**src/pscd_pkg.sv**
```systemverilog
package pscd_pkg;

  // ****************************************************************
  // Three-state strap codes
  // ****************************************************************
  localparam logic [1:0] TRI_LOW = 2'h0;
  localparam logic [1:0] TRI_HIGH = 2'h1;
  localparam logic [1:0] TRI_OPEN = 2'h2;
  localparam logic [1:0] TRI_BAD = 2'h3;

  // ****************************************************************
  // Setting encodings
  // ****************************************************************
  localparam logic [1:0] BUF_LVDS = 2'h0;
  localparam logic [1:0] BUF_HCSL = 2'h1;
  localparam logic [1:0] BUF_LVCMOS = 2'h2;
  localparam logic [1:0] RATE_SLOW = 2'h0;
  localparam logic [1:0] RATE_MED = 2'h1;
  localparam logic [1:0] RATE_FAST = 2'h2;
  localparam logic [1:0] DIV_1 = 2'h0;
  localparam logic [1:0] DIV_2 = 2'h1;
  localparam logic [1:0] DIV_4 = 2'h2;
  localparam logic [1:0] DIV_8 = 2'h3;

  // ****************************************************************
  // Timing
  // ****************************************************************
  localparam int SYNC_STAGES = 2;
  localparam int SETTLE_CYC = 4;
  localparam int CNT_W = 3;
  localparam int PIN_W = 14;

  // ****************************************************************
  // Register map
  // ****************************************************************
  localparam logic [7:0] REG_STATUS = 8'h00;
  localparam logic [7:0] REG_HOST_CFG = 8'h04;
  localparam logic [7:0] REG_LIVE = 8'h08;
  localparam int HC_OTYPE_LSB = 0;
  localparam int HC_RATE_LSB = 2;
  localparam int HC_ITYPE_LSB = 4;
  localparam int HC_DIV_LSB = 6;
  localparam int HC_OE_BIT = 8;
  localparam int HC_INPUT_SELECT_PIN_LSB = 9;
  localparam int HC_INPUT_SELECT_PIN_REG_BIT = 11;
  localparam int HC_W = 12;
  localparam logic [HC_W-1:0] HOST_CFG_RST = 12'h42a;
  localparam int ST_CODES_LSB = 0;
  localparam int ST_VALID_BIT = 16;
  localparam int ST_HOST_BIT = 17;
  localparam int ST_BAD_BIT = 18;
  localparam int LV_OE_LSB = 0;
  localparam int LV_INPUT_SELECT_PIN_LSB = 2;
  localparam int LV_EN_BIT = 4;
  localparam int LV_FIRST_BIT = 5;
  localparam int LV_SECOND_BIT = 6;
  localparam int LV_AUTO_BIT = 7;

  typedef enum logic [1:0] {
    ST_HOLD,
    ST_SETTLE,
    ST_RUN
  } pscd_state_e;

endpackage

```
**src/pscd_strap_if.sv**
```systemverilog
`timescale 1ns/100ps
interface pscd_strap_if;
  logic [1:0] out_type;
  logic [1:0] edge_rate;
  logic [1:0] in_type;
  logic [1:0] divider;
  logic [1:0] input_select_pin;
  logic [1:0] oe;
  logic [1:0] mode;
  modport src (output out_type, edge_rate, in_type, divider, input_select_pin, oe, mode);
  modport dst (input out_type, edge_rate, in_type, divider, input_select_pin, oe, mode);
endinterface

```
**src/pscd_capture.sv**
```systemverilog
`timescale 1ns/100ps
module pscd_capture (
  input wire logic i_clk,
  input wire logic i_rst,
  input wire logic i_capture,
  pscd_strap_if.dst sp,
  output logic [9:0] o_codes,
  output logic o_valid,
  output logic o_bad
);
  logic [9:0] codes_r;
  logic [9:0] codes_nxt;
  logic valid_r;
  logic valid_nxt;
  logic bad_r;
  logic bad_nxt;

  // ****************************************************************
  // One-shot strap latch
  // ****************************************************************
  always_comb begin
    codes_nxt = codes_r;
    valid_nxt = valid_r;
    bad_nxt = bad_r;
    if (i_capture && !valid_r) begin
      codes_nxt = {sp.mode, sp.divider, sp.in_type, sp.edge_rate, sp.out_type};
      valid_nxt = 1'b1;
      bad_nxt = (sp.mode == pscd_pkg::TRI_BAD) || (sp.divider == pscd_pkg::TRI_BAD)
        || (sp.in_type == pscd_pkg::TRI_BAD) || (sp.edge_rate == pscd_pkg::TRI_BAD)
        || (sp.out_type == pscd_pkg::TRI_BAD);
    end
  end

  always_ff @(posedge i_clk or posedge i_rst) begin
    if (i_rst) begin
      codes_r <= 10'h2aa;
      valid_r <= 1'b0;
      bad_r <= 1'b0;
    end else begin
      codes_r <= codes_nxt;
      valid_r <= valid_nxt;
      bad_r <= bad_nxt;
    end
  end

  assign o_codes = codes_r;
  assign o_valid = valid_r;
  assign o_bad = bad_r;
endmodule // pscd_capture

```
**src/pscd_sync.sv**
```systemverilog
`timescale 1ns/100ps
module pscd_sync #(
  parameter int W = pscd_pkg::PIN_W
) (
  input wire logic i_clk,
  input wire logic i_rst,
  input wire logic [W-1:0] i_pins,
  pscd_strap_if.src sp
);
  logic [W-1:0] meta_r;
  logic [W-1:0] sync_r;

  if (W != pscd_pkg::PIN_W) begin : g_bad_width
    $error("pscd_sync: width must match pin bundle");
  end

  // ****************************************************************
  // Two-flop synchroniser per pin bit
  // ****************************************************************
  for (genvar g = 0; g < W; g++) begin : g_bit
    always_ff @(posedge i_clk or posedge i_rst) begin
      if (i_rst) begin
        meta_r[g] <= 1'b0;
        sync_r[g] <= 1'b0;
      end else begin
        meta_r[g] <= i_pins[g];
        sync_r[g] <= meta_r[g];
      end
    end
  end

  assign sp.out_type = sync_r[1:0];
  assign sp.edge_rate = sync_r[3:2];
  assign sp.in_type = sync_r[5:4];
  assign sp.divider = sync_r[7:6];
  assign sp.input_select_pin = sync_r[9:8];
  assign sp.oe = sync_r[11:10];
  assign sp.mode = sync_r[13:12];
endmodule // pscd_sync

```
**src/pscd_top.sv**
```systemverilog
// Operation
// - Latch straps once after power-up
// - Follow select and enable pins continuously; host mode takes enable from host config, and select too when overridden
// - Resolve straps into low, high, open
// - Output type: low LVDS, high HCSL, open LVCMOS
// - Edge rate: low slow, high medium, open fast
// - Drive behaviour depends on type and rate
// - Enable low disables to high impedance
// - Input type: low LVDS, high HCSL, open LVCMOS
// - Divider: low /2, high /4, open /1
// - Divide by eight only from host settings
// - Select: low first, high second, open auto
// - Mode read after reset; open is pin mode
//
// Local design decisions: the address map and the Avalon-MM slave port.
`timescale 1ns/100ps
module pscd_top (
  input wire logic i_clk,
  input wire logic i_rst,
  input wire logic [1:0] i_output_type_strap,
  input wire logic [1:0] i_edge_rate_strap,
  input wire logic [1:0] i_input_type_strap,
  input wire logic [1:0] i_divider_strap,
  input wire logic [1:0] i_input_select_pin,
  input wire logic [1:0] i_oe_pin,
  input wire logic [1:0] i_mode_pin,
  input wire logic [7:0] i_avs_address,
  input wire logic i_avs_read,
  input wire logic i_avs_write,
  input wire logic [31:0] i_avs_writedata,
  input wire logic [3:0] i_avs_byteenable,
  output logic [31:0] o_avs_readdata,
  output logic o_avs_waitrequest,
  output logic [1:0] o_output_type,
  output logic [1:0] o_edge_rate,
  output logic [3:0] o_drive_code,
  output logic o_outputs_enabled,
  output logic o_outputs_hiz,
  output logic [1:0] o_input_type,
  output logic [1:0] o_second_input_divider,
  output logic o_first_clock_input_on,
  output logic o_second_clock_input_on,
  output logic o_auto_select,
  output logic o_config_valid,
  output logic o_host_mode
);

  // ****************************************************************
  // Decode helpers
  // ****************************************************************
  function automatic logic [1:0] tri_sel(input logic [1:0] code, input logic [1:0] lo_v,
                                         input logic [1:0] hi_v, input logic [1:0] op_v);
    logic [1:0] r;
    r = op_v;
    if (code == pscd_pkg::TRI_LOW) r = lo_v;
    else if (code == pscd_pkg::TRI_HIGH) r = hi_v;
    return r;
  endfunction

  function automatic logic [1:0] sat_field(input logic [1:0] v, input logic [1:0] dflt);
    return (v == 2'h3) ? dflt : v;
  endfunction

  function automatic logic [3:0] drive_of(input logic [1:0] typ, input logic [1:0] rate);
    return {typ, rate};
  endfunction

  // ****************************************************************
  // Pin synchronisers and strap latch
  // ****************************************************************
  pscd_strap_if u_if ();

  logic capture;
  logic [9:0] cap_codes;
  logic cap_valid;
  logic cap_bad;

  pscd_sync #(
    .W(pscd_pkg::PIN_W)
  ) u_sync (
    .i_clk(i_clk),
    .i_rst(i_rst),
    .i_pins({i_mode_pin, i_oe_pin, i_input_select_pin, i_divider_strap,
             i_input_type_strap, i_edge_rate_strap, i_output_type_strap}),
    .sp(u_if.src)
  );

  pscd_capture u_cap (
    .i_clk(i_clk),
    .i_rst(i_rst),
    .i_capture(capture),
    .sp(u_if.dst),
    .o_codes(cap_codes),
    .o_valid(cap_valid),
    .o_bad(cap_bad)
  );

  logic [1:0] cap_ot;
  logic [1:0] cap_rate;
  logic [1:0] cap_it;
  logic [1:0] cap_div;
  logic [1:0] cap_mode;
  logic host;
  assign cap_ot = cap_codes[1:0];
  assign cap_rate = cap_codes[3:2];
  assign cap_it = cap_codes[5:4];
  assign cap_div = cap_codes[7:6];
  assign cap_mode = cap_codes[9:8];
  assign host = cap_valid && (cap_mode != pscd_pkg::TRI_OPEN);

  // ****************************************************************
  // Power-up sequence
  // ****************************************************************
  pscd_pkg::pscd_state_e st_r;
  pscd_pkg::pscd_state_e st_nxt;
  logic [pscd_pkg::CNT_W-1:0] cnt_r;
  logic [pscd_pkg::CNT_W-1:0] cnt_nxt;

  always_comb begin
    st_nxt = st_r;
    cnt_nxt = cnt_r;
    capture = 1'b0;
    unique case (st_r)
      pscd_pkg::ST_HOLD: begin
        st_nxt = pscd_pkg::ST_SETTLE;
        cnt_nxt = '0;
      end
      pscd_pkg::ST_SETTLE: begin
        cnt_nxt = cnt_r + 1'b1;
        if (cnt_r == pscd_pkg::CNT_W'(pscd_pkg::SETTLE_CYC - 1)) begin
          capture = 1'b1;
          st_nxt = pscd_pkg::ST_RUN;
        end
      end
      pscd_pkg::ST_RUN: begin
        st_nxt = pscd_pkg::ST_RUN;
      end
    endcase
  end

  always_ff @(posedge i_clk or posedge i_rst) begin
    if (i_rst) begin
      st_r <= pscd_pkg::ST_HOLD;
      cnt_r <= '0;
    end else begin
      st_r <= st_nxt;
      cnt_r <= cnt_nxt;
    end
  end

  // ****************************************************************
  // Register bus
  // ****************************************************************
  logic ack_r;
  logic ack_nxt;
  logic [31:0] rdata_r;
  logic [31:0] rdata_nxt;
  logic [pscd_pkg::HC_W-1:0] hcfg_r;
  logic [pscd_pkg::HC_W-1:0] hcfg_nxt;
  logic [31:0] status_w;
  logic [31:0] live_w;
  logic req;

  assign req = i_avs_read || i_avs_write;
  assign o_avs_waitrequest = req && !ack_r;

  always_comb begin
    status_w = '0;
    status_w[pscd_pkg::ST_CODES_LSB +: 10] = cap_codes;
    status_w[pscd_pkg::ST_VALID_BIT] = cap_valid;
    status_w[pscd_pkg::ST_HOST_BIT] = host;
    status_w[pscd_pkg::ST_BAD_BIT] = cap_bad;
    live_w = '0;
    live_w[pscd_pkg::LV_OE_LSB +: 2] = u_if.oe;
    live_w[pscd_pkg::LV_INPUT_SELECT_PIN_LSB +: 2] = u_if.input_select_pin;
    live_w[pscd_pkg::LV_EN_BIT] = o_outputs_enabled;
    live_w[pscd_pkg::LV_FIRST_BIT] = o_first_clock_input_on;
    live_w[pscd_pkg::LV_SECOND_BIT] = o_second_clock_input_on;
    live_w[pscd_pkg::LV_AUTO_BIT] = o_auto_select;
  end

  always_comb begin
    ack_nxt = req && !ack_r;
    rdata_nxt = rdata_r;
    hcfg_nxt = hcfg_r;
    if (i_avs_read && !ack_r) begin
      unique case (i_avs_address)
        pscd_pkg::REG_STATUS: rdata_nxt = status_w;
        pscd_pkg::REG_HOST_CFG: rdata_nxt = {20'h0, hcfg_r};
        pscd_pkg::REG_LIVE: rdata_nxt = live_w;
        default: rdata_nxt = 32'h0;
      endcase
    end
    if (i_avs_write && ack_r && i_avs_address == pscd_pkg::REG_HOST_CFG) begin
      if (i_avs_byteenable[0]) hcfg_nxt[7:0] = i_avs_writedata[7:0];
      if (i_avs_byteenable[1]) hcfg_nxt[11:8] = i_avs_writedata[11:8];
    end
  end

  always_ff @(posedge i_clk or posedge i_rst) begin
    if (i_rst) begin
      ack_r <= 1'b0;
      rdata_r <= 32'h0;
      hcfg_r <= pscd_pkg::HOST_CFG_RST;
    end else begin
      ack_r <= ack_nxt;
      rdata_r <= rdata_nxt;
      hcfg_r <= hcfg_nxt;
    end
  end

  assign o_avs_readdata = rdata_r;

  // ****************************************************************
  // Configuration outputs
  // ****************************************************************
  logic [1:0] ot_r;
  logic [1:0] ot_nxt;
  logic [1:0] rate_r;
  logic [1:0] rate_nxt;
  logic [1:0] it_r;
  logic [1:0] it_nxt;
  logic [1:0] div_r;
  logic [1:0] div_nxt;
  logic en_r;
  logic en_nxt;
  logic first_r;
  logic first_nxt;
  logic second_r;
  logic second_nxt;
  logic auto_r;
  logic auto_nxt;
  logic [1:0] sel_code;

  always_comb begin
    ot_nxt = pscd_pkg::BUF_LVCMOS;
    rate_nxt = pscd_pkg::RATE_FAST;
    it_nxt = pscd_pkg::BUF_LVCMOS;
    div_nxt = pscd_pkg::DIV_1;
    en_nxt = 1'b0;
    sel_code = u_if.input_select_pin;
    if (host) begin
      ot_nxt = sat_field(hcfg_r[pscd_pkg::HC_OTYPE_LSB +: 2], pscd_pkg::BUF_LVCMOS);
      rate_nxt = sat_field(hcfg_r[pscd_pkg::HC_RATE_LSB +: 2], pscd_pkg::RATE_FAST);
      it_nxt = sat_field(hcfg_r[pscd_pkg::HC_ITYPE_LSB +: 2], pscd_pkg::BUF_LVCMOS);
      div_nxt = hcfg_r[pscd_pkg::HC_DIV_LSB +: 2];
      en_nxt = hcfg_r[pscd_pkg::HC_OE_BIT];
      if (hcfg_r[pscd_pkg::HC_INPUT_SELECT_PIN_REG_BIT]) begin
        sel_code = hcfg_r[pscd_pkg::HC_INPUT_SELECT_PIN_LSB +: 2];
      end
    end else if (cap_valid) begin
      ot_nxt = tri_sel(cap_ot, pscd_pkg::BUF_LVDS, pscd_pkg::BUF_HCSL,
                       pscd_pkg::BUF_LVCMOS);
      rate_nxt = tri_sel(cap_rate, pscd_pkg::RATE_SLOW, pscd_pkg::RATE_MED,
                         pscd_pkg::RATE_FAST);
      it_nxt = tri_sel(cap_it, pscd_pkg::BUF_LVDS, pscd_pkg::BUF_HCSL,
                       pscd_pkg::BUF_LVCMOS);
      div_nxt = tri_sel(cap_div, pscd_pkg::DIV_2, pscd_pkg::DIV_4,
                        pscd_pkg::DIV_1);
      en_nxt = (u_if.oe == pscd_pkg::TRI_HIGH);
    end
    first_nxt = cap_valid && (sel_code == pscd_pkg::TRI_LOW);
    second_nxt = cap_valid && (sel_code == pscd_pkg::TRI_HIGH);
    auto_nxt = cap_valid && !first_nxt && !second_nxt;
  end

  always_ff @(posedge i_clk or posedge i_rst) begin
    if (i_rst) begin
      ot_r <= pscd_pkg::BUF_LVCMOS;
      rate_r <= pscd_pkg::RATE_FAST;
      it_r <= pscd_pkg::BUF_LVCMOS;
      div_r <= pscd_pkg::DIV_1;
      en_r <= 1'b0;
      first_r <= 1'b0;
      second_r <= 1'b0;
      auto_r <= 1'b0;
    end else begin
      ot_r <= ot_nxt;
      rate_r <= rate_nxt;
      it_r <= it_nxt;
      div_r <= div_nxt;
      en_r <= en_nxt;
      first_r <= first_nxt;
      second_r <= second_nxt;
      auto_r <= auto_nxt;
    end
  end

  assign o_output_type = ot_r;
  assign o_edge_rate = rate_r;
  assign o_drive_code = drive_of(ot_r, rate_r);
  assign o_outputs_enabled = en_r;
  assign o_outputs_hiz = !en_r;
  assign o_input_type = it_r;
  assign o_second_input_divider = div_r;
  assign o_first_clock_input_on = first_r;
  assign o_second_clock_input_on = second_r;
  assign o_auto_select = auto_r;
  assign o_config_valid = cap_valid;
  assign o_host_mode = host;

  logic pin_run;
  assign pin_run = cap_valid && !host;
endmodule // pscd_top

```
**config.mk**
```make
export PLATFORM = sky130hd
export DESIGN_NAME = pscd_top
export DESIGN_NICKNAME = d
export VERILOG_FILES = /design/src/pscd_pkg.sv /design/src/pscd_strap_if.sv /design/src/pscd_capture.sv /design/src/pscd_sync.sv /design/src/pscd_top.sv
export SDC_FILE = /design/constraint.sdc
export NUM_CORES = 1
export LEC_CHECK = 0
export BUFFER_PORTS_ARGS = -buffer_cell sky130_fd_sc_hd__buf_4
export CAP_MARGIN = 20
export CORE_MARGIN = 2
export CORE_UTILIZATION = 40
export CTS_CLUSTER_SIZE = 16
export DETAILED_ROUTE_END_ITERATION = 10
export GPL_TIMING_DRIVEN = 0
export PLACE_DENSITY_LB_ADDON = 0.15
export SYNTH_ARGS = -nofsm -noshare
export SYNTH_HDL_FRONTEND = slang
export SYNTH_HIERARCHICAL = 1
export SYNTH_SLANG_ARGS = --single-unit
```
**constraint.sdc**
```tcl
create_clock -name i_clk -period 1.7 [get_ports i_clk]
set_input_delay 0.34 -clock i_clk [delete_from_list [all_inputs] [get_ports i_clk]]
set_output_delay 0.34 -clock i_clk [all_outputs]
set_load 0.01 [all_outputs]
```
==> results of run 1 <==
-- synthesized netlist by cell type, drive strengths merged (4+ instances only) --
cell,n
mux2,22
nand4,5
o2bb2ai,8
mux2i,10
nor2,9
a22o,10
dfrtp,73
dfstp,12
ha,4
nand2,11
a21oi,6
inv,17
clkbuf,8
buf,23
o21ai,5
-- per-stage QoR --
stage / setup slack, ps / TNS [ps] / utilization / area (sq um) / total power [mW]
after floorplan: -171 / -1540 / - / 3560 / 2.37
final: 57.0 / 0 / 0.543 / 4660 / 3.90
after global routing: 3.60 / 0 / 0.543 / 4660 / 4.08
after global placement: -561 / -23310 / 0.494 / 4250 / 2.52
after CTS: -3.25 / -3.25 / 0.527 / 4530 / 3.94
after detailed placement: -621 / -9400 / 0.496 / 4270 / 2.53
-- what timing repair did --
action	CTS	global route
hold buffers	1	0
resized for setup	9	8
gates cloned	0	1
pin swaps	1	1
hold endpoints to repair	4	0
buffers inserted	2	6
endpoints found under the setup margin	13	20
-- logic make-up (layout without fill, tap and decap cells) --
group | count (synthesis) | after routing | share of synthesized area
compound gates | 48 | 48 | 0.107
mux | 32 | 32 | 0.108
other cells | 1 | 17 | 0.00107
fa+ha+maj | 4 | 4 | 0.0143
buf+inv | 49 | 149 | 0.0802
simple gates | 44 | 44 | 0.0759
flops | 85 | 85 | 0.613
-- final cells by class --
cell class              instances  area [sq um]  area share
plain buffers                  30           211      0.0454
clock buffers                   9           124      0.0266
clock inverters                 7          75.1      0.0161
inverters                      18          80.1      0.0172
multi-input cells             145          1190       0.255
flip-flops and latches         85          2140       0.459
well taps                     108           135      0.0290
repair buffers                 85           707       0.152
-- sequential cells by signal (all words and copies together), names as in the netlist --
register,count
o_output_type,2
o_second_clock_input_on,1
u_sync/meta_r,14
u_sync/sp.oe,2
o_edge_rate,2
u_sync/sp.out_type,2
o_input_type,2
u_sync/sp.in_type,2
cnt_r,3
u_sync/sp.divider,2
hcfg_r,12
u_cap/o_codes,10
o_first_clock_input_on,1
st_r,2
o_auto_select,1
u_sync/sp.edge_rate,2
u_sync/sp.input_select_pin,2
ack_r,1
u_cap/o_valid,1
o_second_input_divider,2
u_cap/o_bad,1
o_avs_readdata,15
o_outputs_enabled,1
u_sync/sp.mode,2
-- power groups by stage --
stage | registers (mW) | clock network, mW | logic, mW
after floorplan | 2.17 | 0 | 0.199
after detailed placement | 2.18 | 0 | 0.352
after CTS | 2.14 | 1.44 | 0.364
final | 2.14 | 1.38 | 0.373
after global placement | 2.18 | 0 | 0.343
after global routing | 2.15 | 1.52 | 0.411
-- placed cells by master, fill, tap and decap left out, types with 5 or more instances in the layout --
master,synthesis,routed
buf_4,21,100
mux2_2,14,12
nand2_1,11,10
a21oi_1,6,6
conb_1,1,17
clkbuf_8,0,9
nand4_1,5,5
dfstp_2,12,12
dfrtp_1,73,73
mux2i_1,10,10
nor2_1,9,9
mux2_4,8,10
clkbuf_1,8,5
o21ai_0,5,5
inv_1,17,16
o2bb2ai_1,8,8
a22o_1,10,10
-- worst register-to-register path: cells and delay by family, from the launching register on --
family / cells / cell delay, ps
DFF: 1 / 370
and+or+nand+nor: 2 / 370
adders and majority gates: 2 / 330
muxes: 1 / 290
buffers and inverters: 1 / 150
-- worst paths after layout --
path | cells after the start | slack, ps | to
max in group asynchronous | 4 | 690 | hcfg_r[10]$_DFFE_PP1P_
hold / removal | 1 | 80 | u_sync/meta_r[5]$_DFF_PP0_
setup reg to reg | 6 | 90 | u_cap/o_codes[6]$_DFFE_PP0P_
hold reg to reg | 0 | 350 | u_sync/sp.input_select_pin[1]$_DFF_PP0_
setup / recovery | 4 | 60 | hcfg_r[11]$_DFFE_PP0P_
min in group asynchronous | 3 | 430 | u_sync/sp.in_type[0]$_DFF_PP0_
-- layer usage --
| layer | vias to the layer above | track usage |
|---|---|---|
| met5 | - | 0 |
| met4 | 0 | 0.0385 |
| met3 | 6 | 0.0468 |
| met2 | 75 | 0.241 |
| met1 | 1104 | 0.194 |
| li1 | 1121 | - |
==> impl_metrics.toml, run 1 <==
[critical_path]
critPathTopFamily = "simple AND/OR/NAND/NOR gates"
crit_fanout = 4
arrival_ps = 1890
worst_r2r_startpoint = "cnt_r[0]$_DFFE_PP0P_"
cp_cell_sequence = "buf_4 > or4_4 > nor4_4 > mux2_2"
worstSetupPathType = "input port to register"
cp.required_ps = 1950
critical_path_buf_inv_count = 1
critPathMaxStageDelay_ps = 580
critPathLaunchType = "input port"
critPathSlowestCell = "or4_4"
endpoint_kind = "register"
crit_path_start = "i_avs_address[1]"

[cells_and_area]
final_cells = 487
syn_to_final_growth_pct = 33.4
layout-drive-gt1-share = 0.459
diodes = 0
fill_cells = 742
num-nets-final = 440

[sta]
fin_worst_skew_ps = 8.18
slew_viol_final = 0
finalCriticalPeriod_ps = 1640
setup_viol = 0
hold_ws_ps = 82.8
finalHoldViolCount = 0
relSlewSlack = 0.657
timing.final.crit_share = 0.966
fmax_mhz = 609
tightest_slew_ps = 512
rsz0062_at_grt = "no"

[outcome]
status = "finished clean"

[power]
irDropWorstVdd_uv = 445
p_leak_nw = 2.27
clock_power_share = 0.355
p_int_mw = 2.87
switching_power_mw = 1.02
p_comb_frac = 0.096
power_density_mw_per_mm2 = 836
switching_share = 0.263
power_frac_seq = 0.549

[synth]
ys_seq_elements = 85
synth_top_area_frac = 0.523
avgSynthCellArea_sq_um = 13.3
yosysTopAreaCell = "dfrtp_1"
synthFlopType = "dfrtp_1"
synthArstFlopShare = 1.00
synth-edff-count = 0
synth.distinct_cells = 44
syn_area_sq_mm = 0.00349
yosysWarnings = 6
synth.yosys.seq_area_share = 0.613
synth_area_leaders = "dfrtp_1 52%, dfstp_2 9.0%, buf_4 4.5%"
synth_cells = 263

[global_routing]
grt_pass1_vias = 2211
grt_usage = 0.149
grt_pass1_wl_microns = 11100
grt_start_max_net_pins = 37
gr-total-overflow = 0
antenna_found_initial = 0

[cts]
clk_pin_slew_ps = 90
root_buffer = "clkbuf_8"
cts-htree-levels = 3
clk_path_buf_depth = 2
insertion_delay_ps = 360
cts_buffers = 9
cts_sinks = 85
cts_tree = "done"

[route]
m1WireLength_microns = 3050
wl_met2_microns = 3370
drtIter0Drc = 57
wl_microns = 6920
top_layer = "met4"
dr.pass1.iters = 4
wl_met3_microns = 420
drc = 0
route.antenna.remaining_nets = 0
routed-via-count = 2306
avgRoutedWirePerCell_microns = 14.2
viasPerCell = 4.74

[floorplan]
dieArea_sq_mm = 0.00950
die_y_microns = 97.5
core_area_sq_mm = 0.00859
ioPinCount = 114
initial_core_util = 0.407
rows = 34
die_w_microns = 97.5

[run]
maxCapViolations = 0

[placement]
post-place-cells = 461
dp_hpwl_microns = 5150
gp_congestion = 0.765
io_buffers = 73

[worst_hold_path]
min_path_type = "input port to register"
hp-start = "i_input_type_strap[1]"
Power figures use the tool's default switching activity.
==> run 2: changes to the inputs <==
--- a/config.mk
+++ b/config.mk
@@ -7,7 +7,6 @@
 export LEC_CHECK = 0
 export BUFFER_PORTS_ARGS = -buffer_cell sky130_fd_sc_hd__buf_4
 export CAP_MARGIN = 20
-export CORE_MARGIN = 2
 export CORE_UTILIZATION = 40
 export CTS_CLUSTER_SIZE = 16
 export DETAILED_ROUTE_END_ITERATION = 10
==> impl_metrics.toml, run 2 (same netlist as run 1, synthesis figures left out) <==
[sta]
finalSetupTns_ps = 0
finalCriticalPeriod_ps = 1690
rsz0062_at_grt = "yes"
relSlewSlack = 0.376
fmax_mhz = 592
tightest_slew_ps = 936
slew_viol_final = 0
finalHoldViolCount = 0
fin_worst_skew_ps = 8.73
layout_setup_ws_ps = 11.3
timing.final.crit_share = 0.993
setup_viol = 0

[critical_path]
cp_cell_sequence = "nand2b_4 > nand2_4 > clkinv_8 > buf_6"
endpoint = "o_host_mode"
reg2reg_to = "u_cap/o_codes[0]$_DFFE_PP0P_"
critPathLaunchType = "register"
r2r_slack_ps = 70
crit_fanout = 10
cp.required_ps = 1360
critPathMaxStageDelay_ps = 580
arrival_ps = 1350
critical_path_buf_inv_count = 2
cp_num_cells = 4
worst_r2r_startpoint = "cnt_r[0]$_DFFE_PP0P_"
worstSetupPathType = "register to output port"
rr_worst_depth = 6
endpoint_kind = "output port"
critPathTopFamily = "flip-flops"
critPathSlowestCell = "dfstp_2"
crit_path_start = "u_cap/o_codes[9]$_DFFE_PP1P_"

[global_routing]
grt_pass1_wl_microns = 10800
antenna_found_initial = 0
grt_start_max_net_pins = 33
gr-total-overflow = 0
grt_usage = 0.161
grt_pass1_vias = 2177

[cts]
clk_path_buf_depth = 2
insertion_delay_ps = 350
root_buffer = "clkbuf_8"
clk_pin_slew_ps = 80
cts_sinks = 85
cts_buffers = 9
cts-htree-levels = 3
cts_tree = "done"

[cells_and_area]
layout_common_cells = "99 x buf_4, 73 x dfrtp_1, 17 x conb_1, 16 x inv_1"
final_common_cell = "buf_4"
layout-drive-gt1-share = 0.445
fill_cells = 753
num-nets-final = 436
largest_reg_flops = 15
syn_to_final_growth_pct = 30.6
diodes = 0
final_cell_area_sq_mm = 0.00457

[run]
maxCapViolations = 0

[outcome]
status = "finished clean"

[placement]
gp_congestion = 0.753
dp_hpwl_microns = 5150
postPlaceCellArea_sq_mm = 0.00426
post-place-ws_ps = -514
io_buffers = 73

[floorplan]
initial_core_util = 0.419
core_area_sq_mm = 0.00834
die_w_microns = 95.5
die_y_microns = 95.5
dieArea_sq_mm = 0.00911
rows = 33
ioPinCount = 114

[worst_hold_path]
min_path_type = "input port to register"

[route]
route.antenna.remaining_nets = 0
wl_microns = 6920
drc = 0
drtIter0Drc = 52
dr.pass1.iters = 4
routed-via-count = 2311
avgRoutedWirePerCell_microns = 14.4
viasPerCell = 4.81

[power]
power_density_mw_per_mm2 = 863
irDropWorstVdd_uv = 428
p_leak_nw = 2.25
total_power_mw = 3.94
run 2: cell types whose count changed in the layout (fill, tap and decap cells not counted), sizes merged:
cell,change
clkbuf,+1
clkinv,+1
inv,-4
bufinv,+1
buf,-3
run 2: metrics by stage:
step	hold WS (ps)	util	cells
2_1_floorplan	201	-	279
3_3_place_gp	335	0.509	457
3_5_place_dp	335	0.511	458
4_1_cts	69.4	0.543	477
5_1_grt	70.0	0.547	480
6_report	90.5	0.547	480
run 2: timing repair:
item                       CTS  global route
pin swaps                    2             0
hold buffers                 1             0
setup buffers                3             3
resized for setup           10             4
setup endpoints to repair   21            11
hold endpoints to repair     8             0
run 2: final cells by class:
class	instances	area, sq um	share of cell area
plain buffers	30	211	0.0463
flip-flops and latches	85	2140	0.469
well taps	105	131	0.0288
clock inverters	5	60.1	0.0132
repair buffers	81	627	0.137
clock buffers	11	141	0.0310
multi-input cells	145	1170	0.257
inverters	18	80.1	0.0175
run 2: worst min path at each step:
| stage | startpoint | end | slack [ps] | cells after the start |
|---|---|---|---|---|
| 4_1_cts | i_edge_rate_strap[0] | u_sync/meta_r[2]$_DFF_PP0_ | 70 | 1 |
| 6_report | i_input_select_pin[0] | u_sync/meta_r[8]$_DFF_PP0_ | 90 | 1 |
| 5_1_grt | i_edge_rate_strap[0] | u_sync/meta_r[2]$_DFF_PP0_ | 70 | 1 |
| 3_3_place_gp | u_sync/meta_r[6]$_DFF_PP0_ | u_sync/sp.divider[0]$_DFF_PP0_ | 340 | 0 |
| 3_5_place_dp | i_rst | hcfg_r[0]$_DFFE_PP0P_ | 330 | 2 |
| 2_1_floorplan | i_rst | u_cap/o_bad$_DFFE_PP0P_ | 200 | 1 |
run 2: metal layers:
metal  share of wire  wire [microns]  track usage
met1            0.44            3080        0.213
met2            0.46            3210        0.249
met3           0.069             478       0.0367
met4           0.022             152       0.0821
met5               0               0            0
run 2: worst register-to-register path, delay by kind of cell, from the launching register on:
family	cells	cell delay (ps)
buffers and inverters	1	160
adder cells (fa/ha/maj)	2	400
AND/OR/NAND/NOR	2	300
flip-flops	1	380
multiplexers	1	290
run 2: power breakdown:
part,leakage (nW),switching (mW),internal [mW],total [mW]
sequential,1.04,0.0425,2.10,2.14
clock,0.0995,0.717,0.722,1.44
combinational,1.11,0.178,0.185,0.362
